===== src/design/wdg_cfg.svh =====
// watchdog interval timer constants: offsets, fields, reset values, timing
`ifndef WDG_CFG_SVH
`define WDG_CFG_SVH
// register offsets are word indices; the bus address is four times these
`define WDG_OFF_ENABLE 12'h000
`define WDG_OFF_FLAG 12'h002
`define WDG_OFF_CONTROL 12'h120
`define WDG_OFF_STATUS 12'h124
`define WDG_KEY_WRITE 8'h5A
`define WDG_KEY_READ 8'h69
`define WDG_CTRL_RESET 8'h00
`define WDG_BIT_HOLD 7
`define WDG_BIT_NMI_EDGE 6
`define WDG_BIT_NMI_SEL 5
`define WDG_BIT_MODE 4
`define WDG_BIT_CLEAR 3
`define WDG_BIT_CLK_SEL 2
`define WDG_TAP_IS0 15
`define WDG_TAP_IS1 13
`define WDG_TAP_IS2 9
`define WDG_TAP_IS3 6
`define WDG_POWERUP_MS 32
`define WDG_MCLK_MHZ 40
`define WDG_FAIL_TIMEOUT 16'h0100
`endif


===== src/design/wdg_pkg.sv =====
// watchdog interval timer types
package wdg_pkg;
  typedef enum logic [2:0] {
    WDG_IDLE = 3'b001,
    WDG_SETUP = 3'b010,
    WDG_ACCESS = 3'b100
  } wdg_bus_state_t;
  typedef enum logic [1:0] {
    WDG_SRC_SUB = 2'b01,
    WDG_SRC_MAIN = 2'b10
  } wdg_src_t;
endpackage : wdg_pkg


===== src/design/wdg_edge.sv =====
// rising edge detector for a synchronous clock-enable input
`timescale 1ns/1ps
module wdg_edge (
  input wire logic mclk,
  input wire logic srst,
  input wire logic level,
  output logic pulse
);
  logic last;
  // remember previous level
  always_ff @(posedge mclk) begin
    if (srst) begin
      last <= 1'b0;
    end else begin
      last <= level;
    end
  end
  assign pulse = level & ~last;
endmodule : wdg_edge


===== src/design/wdg_counter.sv =====
// 16-bit guard counter with hold, clear and tap selection
`timescale 1ns/1ps
`include "wdg_cfg.svh"
module wdg_counter (
  input wire logic mclk,
  input wire logic srst,
  input wire logic tick,
  input wire logic hold,
  input wire logic clear,
  input wire logic [1:0] interval_select,
  output logic [15:0] guard_counter,
  output logic expire
);
  // pick the tap bit for the chosen interval
  function automatic logic tap_of(input logic [1:0] sel,
                                  input logic [15:0] cnt);
    case (sel)
      2'b00: tap_of = cnt[`WDG_TAP_IS0];
      2'b01: tap_of = cnt[`WDG_TAP_IS1];
      2'b10: tap_of = cnt[`WDG_TAP_IS2];
      default: tap_of = cnt[`WDG_TAP_IS3];
    endcase
  endfunction : tap_of
  logic tap_now;
  logic tap_last;
  assign tap_now = tap_of(interval_select, guard_counter);
  // up-counter; clear beats hold, hold beats tick
  always_ff @(posedge mclk) begin
    if (srst || clear) begin
      guard_counter <= 16'h0000;
    end else if (tick && !hold) begin
      guard_counter <= guard_counter + 16'h0001;
    end
  end
  // expiry is the chosen tap rising
  always_ff @(posedge mclk) begin
    if (srst || clear) begin
      tap_last <= 1'b0;
    end else begin
      tap_last <= tap_now;
    end
  end
  assign expire = tap_now & ~tap_last;
endmodule : wdg_counter


===== src/design/wdg_timer.sv =====
// watchdog and interval timer with apb register slave
//
// Operation
// - control writes need key 5Ah, else clear
// - control reads return 69h upper byte
// - hidden 16-bit up-counter, control only
// - counter clocked by auxiliary or sub-main
// - starts watchdog mode, ~32 ms, oscillator
// - watchdog expiry raises power-up clear
// - clear restores defaults, pin reset function
// - mode bit one selects interval mode
// - interval expiry sets flag, no reset
// - interrupt needs flag, enable, global enable
// - flag clears on service or software
// - interval interrupt has its own vector
// - flag and enable sit at bit 0
// - flag survives watchdog-caused reset
// - unheld watchdog mode keeps selected clock running
// - failed clock falls back to main
// - no fail-safe in interval mode
// - hold freezes the counter
// - exactly four intervals, both modes
// - taps divide 32768, 8192, 512, 64
// - clear bit zeroes counter, reads zero
// - select 0 sub-main, 1 auxiliary
// - pin field 0 reset, 1 nmi
//
// The APB interface to the registers and the register addresses were chosen for this implementation.
`timescale 1ns/1ps
`include "wdg_cfg.svh"
module wdg_timer (
  input wire logic mclk,
  input wire logic srst,
  input wire logic psel,
  input wire logic penable,
  input wire logic pwrite,
  input wire logic [11:0] paddr,
  input wire logic [31:0] pwdata,
  input wire logic [3:0] pstrb,
  output logic [31:0] prdata,
  output logic pready,
  output logic pslverr,
  input wire logic aux_clock_tick,
  input wire logic sub_main_clock_tick,
  input wire logic oscillator_clock_tick,
  input wire logic main_clock_tick,
  input wire logic aux_clock_ok,
  input wire logic sub_main_clock_ok,
  input wire logic global_irq_enable,
  input wire logic irq_serviced,
  output logic power_up_clear,
  output logic interval_irq,
  output logic reset_vector_flag,
  output logic pin_nmi_select,
  output logic pin_nmi_edge,
  output logic keep_aux_clock,
  output logic keep_sub_main_clock
);
  ////////////////////////////////////////////////////////////////////
  // address decode: one word per register, byte address is 4 x index
  function automatic logic hit(input logic [11:0] a,
                               input logic [11:0] off);
    hit = (a == {off[9:0], 2'b00});
  endfunction : hit

  logic [7:0] guard_control_word;
  logic sfr_flag_reg_one;
  logic sfr_enable_reg_one;
  logic booting;
  logic guard_hold;
  logic guard_mode_select;
  logic guard_clock_select;
  logic [1:0] guard_interval_select;
  logic wr_take;
  logic rd_take;
  logic key_bad;
  logic ctl_write;
  logic known;
  logic guard_count_clear;
  logic tick_level;
  logic tick_pulse;
  logic expire;
  logic [15:0] guard_counter;
  logic src_failed;
  logic fail_state;
  logic [15:0] fail_count;
  logic next_fail_state;
  wdg_pkg::wdg_src_t src_now;
  wdg_pkg::wdg_bus_state_t bus_state;

  assign guard_hold = guard_control_word[`WDG_BIT_HOLD];
  assign guard_mode_select = guard_control_word[`WDG_BIT_MODE];
  assign guard_clock_select = guard_control_word[`WDG_BIT_CLK_SEL];
  assign guard_interval_select = guard_control_word[1:0];
  assign pin_nmi_select = guard_control_word[`WDG_BIT_NMI_SEL];
  assign pin_nmi_edge = guard_control_word[`WDG_BIT_NMI_EDGE];

  ////////////////////////////////////////////////////////////////////
  // apb slave: zero wait states, unmapped addresses error
  assign known = hit(paddr, `WDG_OFF_CONTROL) ||
                 hit(paddr, `WDG_OFF_FLAG) ||
                 hit(paddr, `WDG_OFF_ENABLE) ||
                 hit(paddr, `WDG_OFF_STATUS);
  assign pready = 1'b1;
  assign pslverr = psel & penable & ~known;
  assign wr_take = psel & penable & pwrite & known;
  assign rd_take = psel & penable & ~pwrite & known;
  assign ctl_write = wr_take && hit(paddr, `WDG_OFF_CONTROL);
  // a control write with the wrong key is a violation
  assign key_bad = ctl_write && (pwdata[15:8] != `WDG_KEY_WRITE);
  assign guard_count_clear = ctl_write && !key_bad &&
                             pwdata[`WDG_BIT_CLEAR];

  // bus phase tracker, used by the cover points only
  always_ff @(posedge mclk) begin
    if (srst) begin
      bus_state <= wdg_pkg::WDG_IDLE;
    end else begin
      case (bus_state)
        wdg_pkg::WDG_IDLE:
          bus_state <= psel ? wdg_pkg::WDG_SETUP : wdg_pkg::WDG_IDLE;
        wdg_pkg::WDG_SETUP: bus_state <= wdg_pkg::WDG_ACCESS;
        wdg_pkg::WDG_ACCESS:
          bus_state <= psel && !penable ? wdg_pkg::WDG_SETUP
                                        : wdg_pkg::WDG_IDLE;
        default: bus_state <= wdg_pkg::WDG_IDLE;
      endcase
    end
  end

  // read mux; registered data
  always_ff @(posedge mclk) begin
    if (srst) begin
      prdata <= 32'h0000_0000;
    end else if (psel && !penable && !pwrite) begin
      if (hit(paddr, `WDG_OFF_CONTROL)) begin
        prdata <= {16'h0000, `WDG_KEY_READ,
                   guard_control_word & 8'hF7};
      end else if (hit(paddr, `WDG_OFF_FLAG)) begin
        prdata <= {31'h0, sfr_flag_reg_one};
      end else if (hit(paddr, `WDG_OFF_ENABLE)) begin
        prdata <= {31'h0, sfr_enable_reg_one};
      end else if (hit(paddr, `WDG_OFF_STATUS)) begin
        prdata <= {29'h0, fail_state, booting, guard_mode_select};
      end else begin
        prdata <= 32'h0000_0000;
      end
    end
  end

  ////////////////////////////////////////////////////////////////////
  // control word; power-up clear restores defaults
  // the clear bit is never stored, so it reads zero
  always_ff @(posedge mclk) begin
    if (srst || power_up_clear) begin
      guard_control_word <= `WDG_CTRL_RESET;
    end else if (ctl_write && !key_bad) begin
      guard_control_word <= pwdata[7:0] & 8'hF7;
    end
  end

  // boot phase: oscillator clock until first good write
  always_ff @(posedge mclk) begin
    if (srst || power_up_clear) begin
      booting <= 1'b1;
    end else if (ctl_write && !key_bad) begin
      booting <= 1'b0;
    end
  end

  ////////////////////////////////////////////////////////////////////
  // clock source and fail-safe
  // a failed source in watchdog mode swaps to main clock
  assign src_failed = guard_clock_select ? !aux_clock_ok
                                         : !sub_main_clock_ok;
  assign next_fail_state = !guard_mode_select && !booting &&
                           src_failed;
  always_ff @(posedge mclk) begin
    if (srst) begin
      fail_state <= 1'b0;
      fail_count <= 16'h0000;
    end else begin
      fail_state <= next_fail_state;
      fail_count <= next_fail_state ? fail_count + 16'h0001 : 16'h0000;
    end
  end
  assign src_now = fail_state ? wdg_pkg::WDG_SRC_MAIN
                              : wdg_pkg::WDG_SRC_SUB;

  // tick selection: aux when select is 1, sub-main when 0
  always_comb begin
    if (booting) begin
      tick_level = oscillator_clock_tick;
    end else if (src_now == wdg_pkg::WDG_SRC_MAIN) begin
      tick_level = main_clock_tick;
    end else if (guard_clock_select) begin
      tick_level = aux_clock_tick;
    end else begin
      tick_level = sub_main_clock_tick;
    end
  end

  // the selected clock stays requested in unheld watchdog mode only
  assign keep_aux_clock = !guard_mode_select && !guard_hold &&
                          guard_clock_select;
  assign keep_sub_main_clock = !guard_mode_select && !guard_hold &&
                               !guard_clock_select;

  wdg_edge u_edge (
    .mclk(mclk),
    .srst(srst),
    .level(tick_level),
    .pulse(tick_pulse)
  );

  // hidden counter; only control bits steer it
  wdg_counter u_counter (
    .mclk(mclk),
    .srst(srst || power_up_clear),
    .tick(tick_pulse),
    .hold(guard_hold),
    .clear(guard_count_clear),
    .interval_select(guard_interval_select),
    .guard_counter(guard_counter),
    .expire(expire)
  );

  ////////////////////////////////////////////////////////////////////
  // power-up clear pulse: watchdog expiry or key violation
  always_ff @(posedge mclk) begin
    if (srst) begin
      power_up_clear <= 1'b0;
    end else begin
      power_up_clear <= key_bad || (expire && !guard_mode_select);
    end
  end

  // flag: set wins over clear; survives power-up clear
  always_ff @(posedge mclk) begin
    if (srst) begin
      sfr_flag_reg_one <= 1'b0;
    end else if (key_bad || expire) begin
      sfr_flag_reg_one <= 1'b1;
    end else if (guard_mode_select && irq_serviced) begin
      sfr_flag_reg_one <= 1'b0;
    end else if (wr_take && hit(paddr, `WDG_OFF_FLAG)) begin
      sfr_flag_reg_one <= pwdata[0];
    end
  end

  // enable bit is cleared by power-up clear, untouched by expiry
  always_ff @(posedge mclk) begin
    if (srst || power_up_clear) begin
      sfr_enable_reg_one <= 1'b0;
    end else if (wr_take && hit(paddr, `WDG_OFF_ENABLE)) begin
      sfr_enable_reg_one <= pwdata[0];
    end
  end

  // separate vectors: interrupt line vs reset-cause flag
  assign interval_irq = guard_mode_select && sfr_flag_reg_one &&
                        sfr_enable_reg_one && global_irq_enable;
  assign reset_vector_flag = !guard_mode_select &&
                             sfr_flag_reg_one;

  ////////////////////////////////////////////////////////////////////
  // assertions
  AST_KEY_PUC: assert property (@(posedge mclk) disable iff (srst)
    key_bad |=> power_up_clear)
    else $error("bad key did not raise clear");
  AST_READ_KEY: assert property (@(posedge mclk) disable iff (srst)
    psel && !penable && !pwrite && hit(paddr, `WDG_OFF_CONTROL)
    |=> prdata[15:8] == 8'h69 && prdata[3] == 1'b0)
    else $error("control read key wrong");
  AST_WD_EXPIRE: assert property (@(posedge mclk) disable iff (srst)
    expire && !guard_mode_select |=> power_up_clear)
    else $error("watchdog expiry missed clear");
  AST_PUC_DEFAULT: assert property (@(posedge mclk) disable iff (srst)
    power_up_clear |=> guard_control_word == 8'h00 && booting
    && !pin_nmi_select)
    else $error("clear did not restore defaults");
  AST_IV_NO_PUC: assert property (@(posedge mclk) disable iff (srst)
    expire && guard_mode_select && !key_bad
    |=> !power_up_clear && sfr_flag_reg_one)
    else $error("interval expiry wrong");
  AST_IRQ: assert property (@(posedge mclk) disable iff (srst)
    interval_irq |-> sfr_enable_reg_one && global_irq_enable)
    else $error("irq without enables");
  AST_FLAG_KEEP: assert property (@(posedge mclk) disable iff (srst)
    power_up_clear |-> sfr_flag_reg_one)
    else $error("flag lost on watchdog reset");
  AST_HOLD: assert property (@(posedge mclk) disable iff (srst)
    guard_hold && !guard_count_clear && !power_up_clear
    |=> guard_counter == $past(guard_counter))
    else $error("counter moved in hold");
  AST_CLEAR: assert property (@(posedge mclk) disable iff (srst)
    guard_count_clear |=> guard_counter == 16'h0000)
    else $error("counter not cleared");
  AST_NO_FAILSAFE: assert property (@(posedge mclk) disable iff (srst)
    guard_mode_select |=> !fail_state)
    else $error("fail-safe in interval mode");
  // counter, key and control checks
  // a tick outside hold, clear and power-up clear advances by exactly one
  AST_COUNT_STEP: assert property (@(posedge mclk) disable iff (srst)
    tick_pulse && !guard_hold && !guard_count_clear && !power_up_clear
    |=> guard_counter == $past(guard_counter) + 16'h0001)
    else $error("counter did not step by one");
  // a refused write must leave the stored control bits alone
  AST_BAD_KEY_KEEP: assert property (@(posedge mclk) disable iff (srst)
    key_bad && !power_up_clear
    |=> guard_control_word == $past(guard_control_word))
    else $error("bad key changed control");
  AST_MODE_WRITE: assert property (@(posedge mclk) disable iff (srst)
    ctl_write && !key_bad && pwdata[`WDG_BIT_MODE] && !power_up_clear
    |=> guard_mode_select)
    else $error("mode bit not taken");
  // flag, enable and clock checks
  AST_FLAG_SET: assert property (@(posedge mclk) disable iff (srst)
    expire |=> sfr_flag_reg_one)
    else $error("expiry did not set flag");
  AST_SERVICE_CLR: assert property (@(posedge mclk) disable iff (srst)
    guard_mode_select && irq_serviced && !key_bad && !expire
    |=> !sfr_flag_reg_one)
    else $error("service did not clear flag");
  // expiry in interval mode must not touch the enable bit
  AST_ENABLE_KEEP: assert property (@(posedge mclk) disable iff (srst)
    expire && guard_mode_select && !power_up_clear
    && !(wr_take && hit(paddr, `WDG_OFF_ENABLE))
    |=> sfr_enable_reg_one == $past(sfr_enable_reg_one))
    else $error("expiry changed enable");
  AST_FAILSAFE_SET: assert property (@(posedge mclk) disable iff (srst)
    !guard_mode_select && !booting && src_failed |=> fail_state)
    else $error("dead source not replaced");
  // exactly one source stays requested while the watchdog runs
  AST_KEEP_CLK: assert property (@(posedge mclk) disable iff (srst)
    !guard_mode_select && !guard_hold
    |-> keep_aux_clock != keep_sub_main_clock)
    else $error("watchdog clock request wrong");
  COV_KEY: cover property (@(posedge mclk) key_bad);
  COV_WD: cover property (@(posedge mclk) expire && !guard_mode_select);
  COV_IRQ: cover property (@(posedge mclk) interval_irq);
  COV_FAIL: cover property (@(posedge mclk) fail_state && fail_count > 1);
  COV_BUS: cover property (@(posedge mclk)
    bus_state == wdg_pkg::WDG_ACCESS);
endmodule : wdg_timer


===== config.mk =====
export PLATFORM = sky130hd
export DESIGN_NAME = wdg_timer
export DESIGN_NICKNAME = d
export VERILOG_FILES = /design/src/design/wdg_pkg.sv /design/src/design/wdg_edge.sv /design/src/design/wdg_counter.sv /design/src/design/wdg_timer.sv
export VERILOG_INCLUDE_DIRS = /design/src /design/src/design
export SDC_FILE = /design/constraint.sdc
export NUM_CORES = 1
export LEC_CHECK = 0
export BUFFER_PORTS_ARGS = -buffer_cell sky130_fd_sc_hd__buf_2
export CAP_MARGIN = 10
export CORE_ASPECT_RATIO = 0.5
export CORE_MARGIN = 4
export CORE_UTILIZATION = 34
export CTS_CLUSTER_DIAMETER = 50
export CTS_CLUSTER_SIZE = 8
export DETAILED_ROUTE_END_ITERATION = 12
export GPL_TIMING_DRIVEN = 0
export PLACE_DENSITY = 0.7
export SLEW_MARGIN = 20
export SYNTH_ARGS = -nofsm -noshare
export SYNTH_HDL_FRONTEND = slang
export SYNTH_SLANG_ARGS = --single-unit

===== constraint.sdc =====
create_clock -name mclk -period 2 [get_ports mclk]
set_input_delay 0.3 -clock mclk [delete_from_list [all_inputs] [get_ports mclk]]
set_output_delay 0.3 -clock mclk [all_outputs]
set_load 0.02 [all_outputs]

==> impl_metrics.env, run 1 <==
export IMPL_outcome="finished clean"
export IMPL_internal_power_mw=1.430
export IMPL_synthTopCellsByCount="dfxtp_1 (38), a21oi_1 (26), buf_4 (26)"
export IMPL_peakVddDrop_v=0.0003742
export IMPL_ant_nets=0
export IMPL_yosysMostFrequentCell="dfxtp_1"
export IMPL_period_minus_slack_ns=1.846
export IMPL_clockRootBuffer="clkbuf_16"
export IMPL_hold_viol_final=0
export IMPL_synthFlopType="dfxtp_1"
export IMPL_dieHeight_um=65.47
export IMPL_wl_met1_um=2682
export IMPL_switching_share_pct=23.51
export IMPL_r2r_cells=5
export IMPL_cp_end_kind="output port"
export IMPL_fin_area_um2=2892
export IMPL_synth_top_area_cell="dfxtp_1"
export IMPL_total_power_mw=1.870
export IMPL_worst_slew_pin_slew_ns=0.5805
export IMPL_route_detailed_drc=0
export IMPL_area_growth_pct=28.75
export IMPL_grt_ovfl_total=0
export IMPL_critical_path_max_stage_delay_ns=0.44
export IMPL_wire_per_inst_um=13.18
export IMPL_hp_start="srst"
export IMPL_cp_max_fo=2
export IMPL_power_switching_mw=0.4397
export IMPL_crit_family="simple AND/OR/NAND/NOR gates"
export IMPL_synth_seq_area_share_pct=33.87
export IMPL_cts_resized=0
export IMPL_r2r_end="u_counter.guard_counter[14]"
export IMPL_cts_max_level=2
export IMPL_drt_pass1_iter_count=4
export IMPL_synth_edff_count=0
export IMPL_io_buffers=58
export IMPL_path_class="in2out"
export IMPL_hold_class="in2reg"
export IMPL_pwr_share_clk_pct=49.0
export IMPL_slew_headroom_pct=60.89
export IMPL_netlist_area_um2=2246
export IMPL_synth_area_leaders="dfxtp_1 (34%), buf_4 (8.7%), a21oi_1 (5.8%), nand3_1 (3.6%), o31ai_1 (3.3%)"
export IMPL_cpMostUsedCell="buf_2"
export IMPL_place_hpwl_um=4350
export IMPL_n_fill_cell=649
export IMPL_power_frac_comb_pct=10.1
export IMPL_reg2reg_slack_ns=0.24
export IMPL_syn_inst=264
export IMPL_core_area_um2=6231
export IMPL_grt_max_degree=14
export IMPL_viasPerCell=4.979
export IMPL_cp_required_ns=1.70
export IMPL_cts_buffers=5
export IMPL_grt_pass1_vias=1984
export IMPL_io_pins=102
export IMPL_rows=20
export IMPL_hold_depth=2
export IMPL_wl_um=5774
export IMPL_cts_hold_buf=0
export IMPL_timing_fmax_mhz=541.9
export IMPL_power_leakage_nw=1.164
export IMPL_post_cts_setup_buffers=0
export IMPL_final_nets=411
export IMPL_setup_tns_ns=0
export IMPL_skew_ns=0.004994
export IMPL_place_gp_congestion=0.8075
export IMPL_cp_arrival_ns=1.55
export IMPL_timing_rr_start="u_counter.guard_counter[1]"
export IMPL_cts_sinks=38
export IMPL_power_frac_seq_pct=40.9
export IMPL_synth_warning_count=0
export IMPL_slew_viol_final=0
export IMPL_postLayoutCoreUtil_pct=46.41
export IMPL_synth_seq_cells=38
export IMPL_die_w_um=122.9
export IMPL_wl_met2_um=2719
export IMPL_yosysUniqueCellTypes=53
export IMPL_powerDensity_nw_per_um2=646.7
export IMPL_setup_viol=0
export IMPL_cts_buffer_depth=2
export IMPL_drive_gt1_share_pct=34.29
export IMPL_rsz0062_at_grt="no"
export IMPL_fin_crit_sh_pct=92.28
export IMPL_cts_tree="done"
export IMPL_holdPathEnd="fail_state"
export IMPL_die_area_um2=8049
export IMPL_routed_top_layer="met4"
export IMPL_diodes=0
export IMPL_clkTransAtPathRegs_ns=0.06
export IMPL_crit_slowest_cell="or4_1"
export IMPL_antenna_found_initial=0
export IMPL_timing_critical_path_buf_inv=2
export IMPL_dr_total_vias=2181
export IMPL_synthArstFlopShare_pct=0
export IMPL_syn_avg_cell_area_um2=8.507
export IMPL_dr_wl_met3_um=282
export IMPL_cp_start_kind="primary input"
export IMPL_drt_iter0_drc=83
export IMPL_clk_latency_ns=0.28
export IMPL_maxCapViolations=0
export IMPL_synth_top_area_share_pct=33.87
export IMPL_grt_pass1_wl_um=9321
export IMPL_place_area_um2=2721
export IMPL_grt_use_total_pct=14.51
export IMPL_worstPathCellList="buf_2 > or3_1 > or4_1 > nand2_1 > a21oi_1 > buf_2"
export IMPL_initial_utilization_pct=36.04
## routing by layer
metal	track usage (%)	vias to the layer above
li1	-	1104
met1	18.18	1010
met2	25.08	57
met3	2.837	10
met4	4.881	0
met5	0	-
## cell usage in the layout (no fill, tap or decap), drive strengths merged, types with 4 or more instances in the layout
cell type and n:
or4 12, o31ai 10, conb 22, nand3 16, dfxtp 38, o21ai 15, or2 4, nand2 18
buf 91, a21oi 30, nor4 4, nand4 5, inv 6, or3 7, a22oi 4, nor2 13
nor3 4, clkbuf 9
## registers in the layout (all words and copies together), names as in the netlist
name / count
prdata: 8
guard_control_word: 7
fail_state: 1
u_edge.last: 1
u_counter.guard_counter: 16
sfr_enable_reg_one: 1
sfr_flag_reg_one: 1
booting: 1
u_counter.tap_last: 1
power_up_clear: 1
## per-stage QoR
step                      hold WS [ns]  setup slack, ns  instances
after floorplan                 0.3762           0.3860        284
after global placement          0.4424          0.05346        430
after detailed placement        0.4426          0.03286        430
after CTS                       0.2631           0.1538        438
after global routing            0.2781           0.1046        438
final                           0.2663           0.1545        438
## power by group through the flow
| stage | Sequential (mW) | Clock [mW] | Combinational (mW) |
|---|---|---|---|
| floorplan | 0.780 | 0 | 0.125 |
| finish | 0.764 | 0.917 | 0.189 |
| global placement | 0.781 | 0 | 0.185 |
| CTS | 0.764 | 0.930 | 0.187 |
| global route | 0.764 | 0.966 | 0.208 |
| detailed placement | 0.781 | 0 | 0.186 |
## kinds of logic after synthesis
family	share of synthesized area (%)
buffers and inverters	12.70
flip-flops	33.87
AO/OA/AOI/OAI	20.00
multiplexers	3.064
AND/OR/NAND/NOR	29.47
other	0.3344
adder cells (fa/ha/maj)	0.5570
## cell type report
cell class	instances	area [µm²]	area share (%)
Tap cell	88	110.1	3.808
Inverter	6	22.52	0.7789
Buffer	37	262.8	9.087
Clock buffer	5	125.1	4.327
Multi-Input combinational cell	203	1275	44.09
Timing Repair Buffer	58	290.3	10.04
Clock inverter	3	45.04	1.558
Sequential cell	38	760.7	26.31
## worst max-delay path by stage
stage                                   to  depth (start not counted)  slack, ns        from
2_1_floorplan                      pslverr                          4       0.39    paddr[2]
3_3_place_gp    u_counter.guard_counter[6]                          7       0.05  pwdata[13]
3_5_place_dp   u_counter.guard_counter[11]                          7       0.03  pwdata[13]
4_1_cts                            pslverr                          6       0.15    paddr[2]
5_1_grt                            pslverr                          6       0.10    paddr[2]
6_report                           pslverr                          6       0.15    paddr[2]
Note: power is estimated with default switching activity, not from simulation.
==> run 2: changes to the inputs <==
SETUP_SLACK_MARGIN = 0.3   (was unset)
==> run 2 against run 1 <==
Against the previous run: register-to-register slack improved by 0.06 ns; die area did not move; largest cell class unchanged; wire length rose by 1.1%; cell count rose by 0.46%; first-iteration DRC count rose by 2.4%.
==> impl_metrics.env, run 2 (same netlist as run 1, synthesis figures left out) <==
export IMPL_cts_buffers=5
export IMPL_die_area_um2=8049
export IMPL_cp_start_kind="primary input"
export IMPL_grt_pass1_vias=1995
export IMPL_period_minus_slack_ns=1.795
export IMPL_fin_area_um2=2974
export IMPL_cts_max_level=2
export IMPL_cts_tree="done"
export IMPL_skew_ns=0.005570
export IMPL_power_leakage_nw=1.198
export IMPL_viasPerCell=4.998
export IMPL_diodes=0
export IMPL_path_class="in2out"
export IMPL_core_area_um2=6231
export IMPL_fin_crit_sh_pct=89.75
export IMPL_rows=20
export IMPL_grt_use_total_pct=14.61
export IMPL_drive_gt1_share_pct=38.64
export IMPL_initial_utilization_pct=36.04
export IMPL_grt_max_degree=14
export IMPL_clk_latency_ns=0.28
export IMPL_top_register="u_counter.guard_counter"
export IMPL_timing_fmax_mhz=557.1
export IMPL_place_area_um2=2721
export IMPL_io_buffers=58
export IMPL_grt_ovfl_total=0
export IMPL_hold_viol_final=0
export IMPL_maxCapViolations=0
export IMPL_cts_sinks=38
export IMPL_slew_viol_final=0
export IMPL_ant_nets=0
export IMPL_outcome="finished clean"
export IMPL_seq_area_um2=768.2
export IMPL_layout_common_cells="buf_2 (58), dfxtp_1 (34), buf_4 (29), a21oi_1 (25), conb_1 (22)"
export IMPL_layout_commonest_cell="buf_2"
export IMPL_wire_per_inst_um=13.27
export IMPL_antenna_found_initial=0
export IMPL_cp_required_ns=1.70
export IMPL_route_detailed_drc=0
export IMPL_final_nets=413
export IMPL_dieHeight_um=65.47
export IMPL_hold_class="in2reg"
export IMPL_clkTransAtPathRegs_ns=0.06
export IMPL_drt_iter0_drc=85
export IMPL_cts_buffer_depth=2
export IMPL_clockRootBuffer="clkbuf_16"
export IMPL_cp_arrival_ns=1.50
export IMPL_wl_um=5840
export IMPL_top_regs="u_counter.guard_counter: 16 flops, prdata: 8 flops, guard_control_word: 7 flops"
export IMPL_cp_max_fo=2
export IMPL_setup_tns_ns=0
export IMPL_place_hpwl_um=4350
export IMPL_io_pins=102
export IMPL_reg2reg_slack_ns=0.30
export IMPL_peakVddDrop_v=0.0003816
export IMPL_setup_viol=0
export IMPL_multi_input_area_um2=1318
export IMPL_drt_pass1_iter_count=4
export IMPL_cp_end_kind="output port"
export IMPL_largest_reg_flops=16
export IMPL_die_w_um=122.9
export IMPL_place_gp_congestion=0.8075
export IMPL_powerDensity_nw_per_um2=630.8
export IMPL_rsz0062_at_grt="yes"
export IMPL_area_growth_pct=32.42
export IMPL_dr_total_vias=2199
export IMPL_n_fill_cell=644
export IMPL_grt_pass1_wl_um=9349
[run 2: cell types whose count changed in the layout (fill, tap and decap cells not counted), moves of 2 or more]
cell      previous run  this run
dfxtp_1             38        34
nor4bb_2             0         2
nor4bb_1             2         0
clkbuf_2             0         2
buf_6                3         5
clkbuf_1             4         2
buf_2               61        58
buf_4               26        29
dfxtp_2              0         3
[run 2: final timing paths]
kind / from / end / cells after the start
worst max register to register: u_counter.guard_counter[6] / u_counter.guard_counter[13] / 5
worst min-delay path: pwdata[7] / guard_control_word[7] / 3
worst min register to register: prdata[4] / prdata[4] / 2
worst max-delay path: paddr[2] / pslverr / 6
[run 2: cell type report]
class / instances / share of cell area, %
Clock inverter: 3 / 1.515
Buffer: 37 / 8.919
Clock buffer: 5 / 4.207
Multi-Input combinational cell: 203 / 44.30
Timing Repair Buffer: 60 / 10.77
Sequential cell: 38 / 25.83
Inverter: 6 / 0.7573
Tap cell: 88 / 3.702
[run 2: worst max-delay path, stage by stage]
cell and delay [ns]:
buf_6 0.09, or3_4 0.38, or4_4 0.43, nand2_2 0.08, a21oi_2 0.05, buf_4 0.16
[run 2: report_power, final]
part	leakage (nW)	switching (mW)	internal, mW	total (mW)
Combinational	0.813	0.110	0.0872	0.197
Clock	0.0760	0.329	0.588	0.916
Sequential	0.309	0.00318	0.760	0.763
Total	1.20	0.442	1.43	1.88
[run 2: metrics by stage]
step / worst slack, ns / hold slack, ns / utilization (%) / std cells / power (mW)
floorplan: 0.3860 / 0.3762 / - / 284 / 0.9053
global placement: 0.05346 / 0.4424 / 43.67 / 430 / 0.9656
detailed placement: 0.03286 / 0.4426 / 43.67 / 430 / 0.9671
CTS: 0.1869 / 0.2613 / 47.13 / 440 / 1.881
global route: 0.1911 / 0.2763 / 47.73 / 440 / 1.943
finish: 0.2050 / 0.2622 / 47.73 / 440 / 1.876
[run 2: what timing repair did]
action / CTS / global route
resized for setup: 11 / 10
endpoints found under the setup margin: 7 / 19
buffers inserted: 2 / 0
cloned: 0 / 0
hold buffers: 0 / 0
pin swaps: 1 / 0
[run 2: routing by layer]
| layer | GRT usage [%] | vias to the layer above | wire (µm) | part of all wire, % |
|---|---|---|---|---|
| met4 | 5.021 | 0 | 85 | 1.5 |
| met3 | 2.837 | 8 | 294 | 5.0 |
| met2 | 25.36 | 66 | 2772 | 47 |
| met5 | 0 | - | 0 | 0 |
| met1 | 18.18 | 1012 | 2686 | 46 |
| li1 | - | 1113 | - | - |
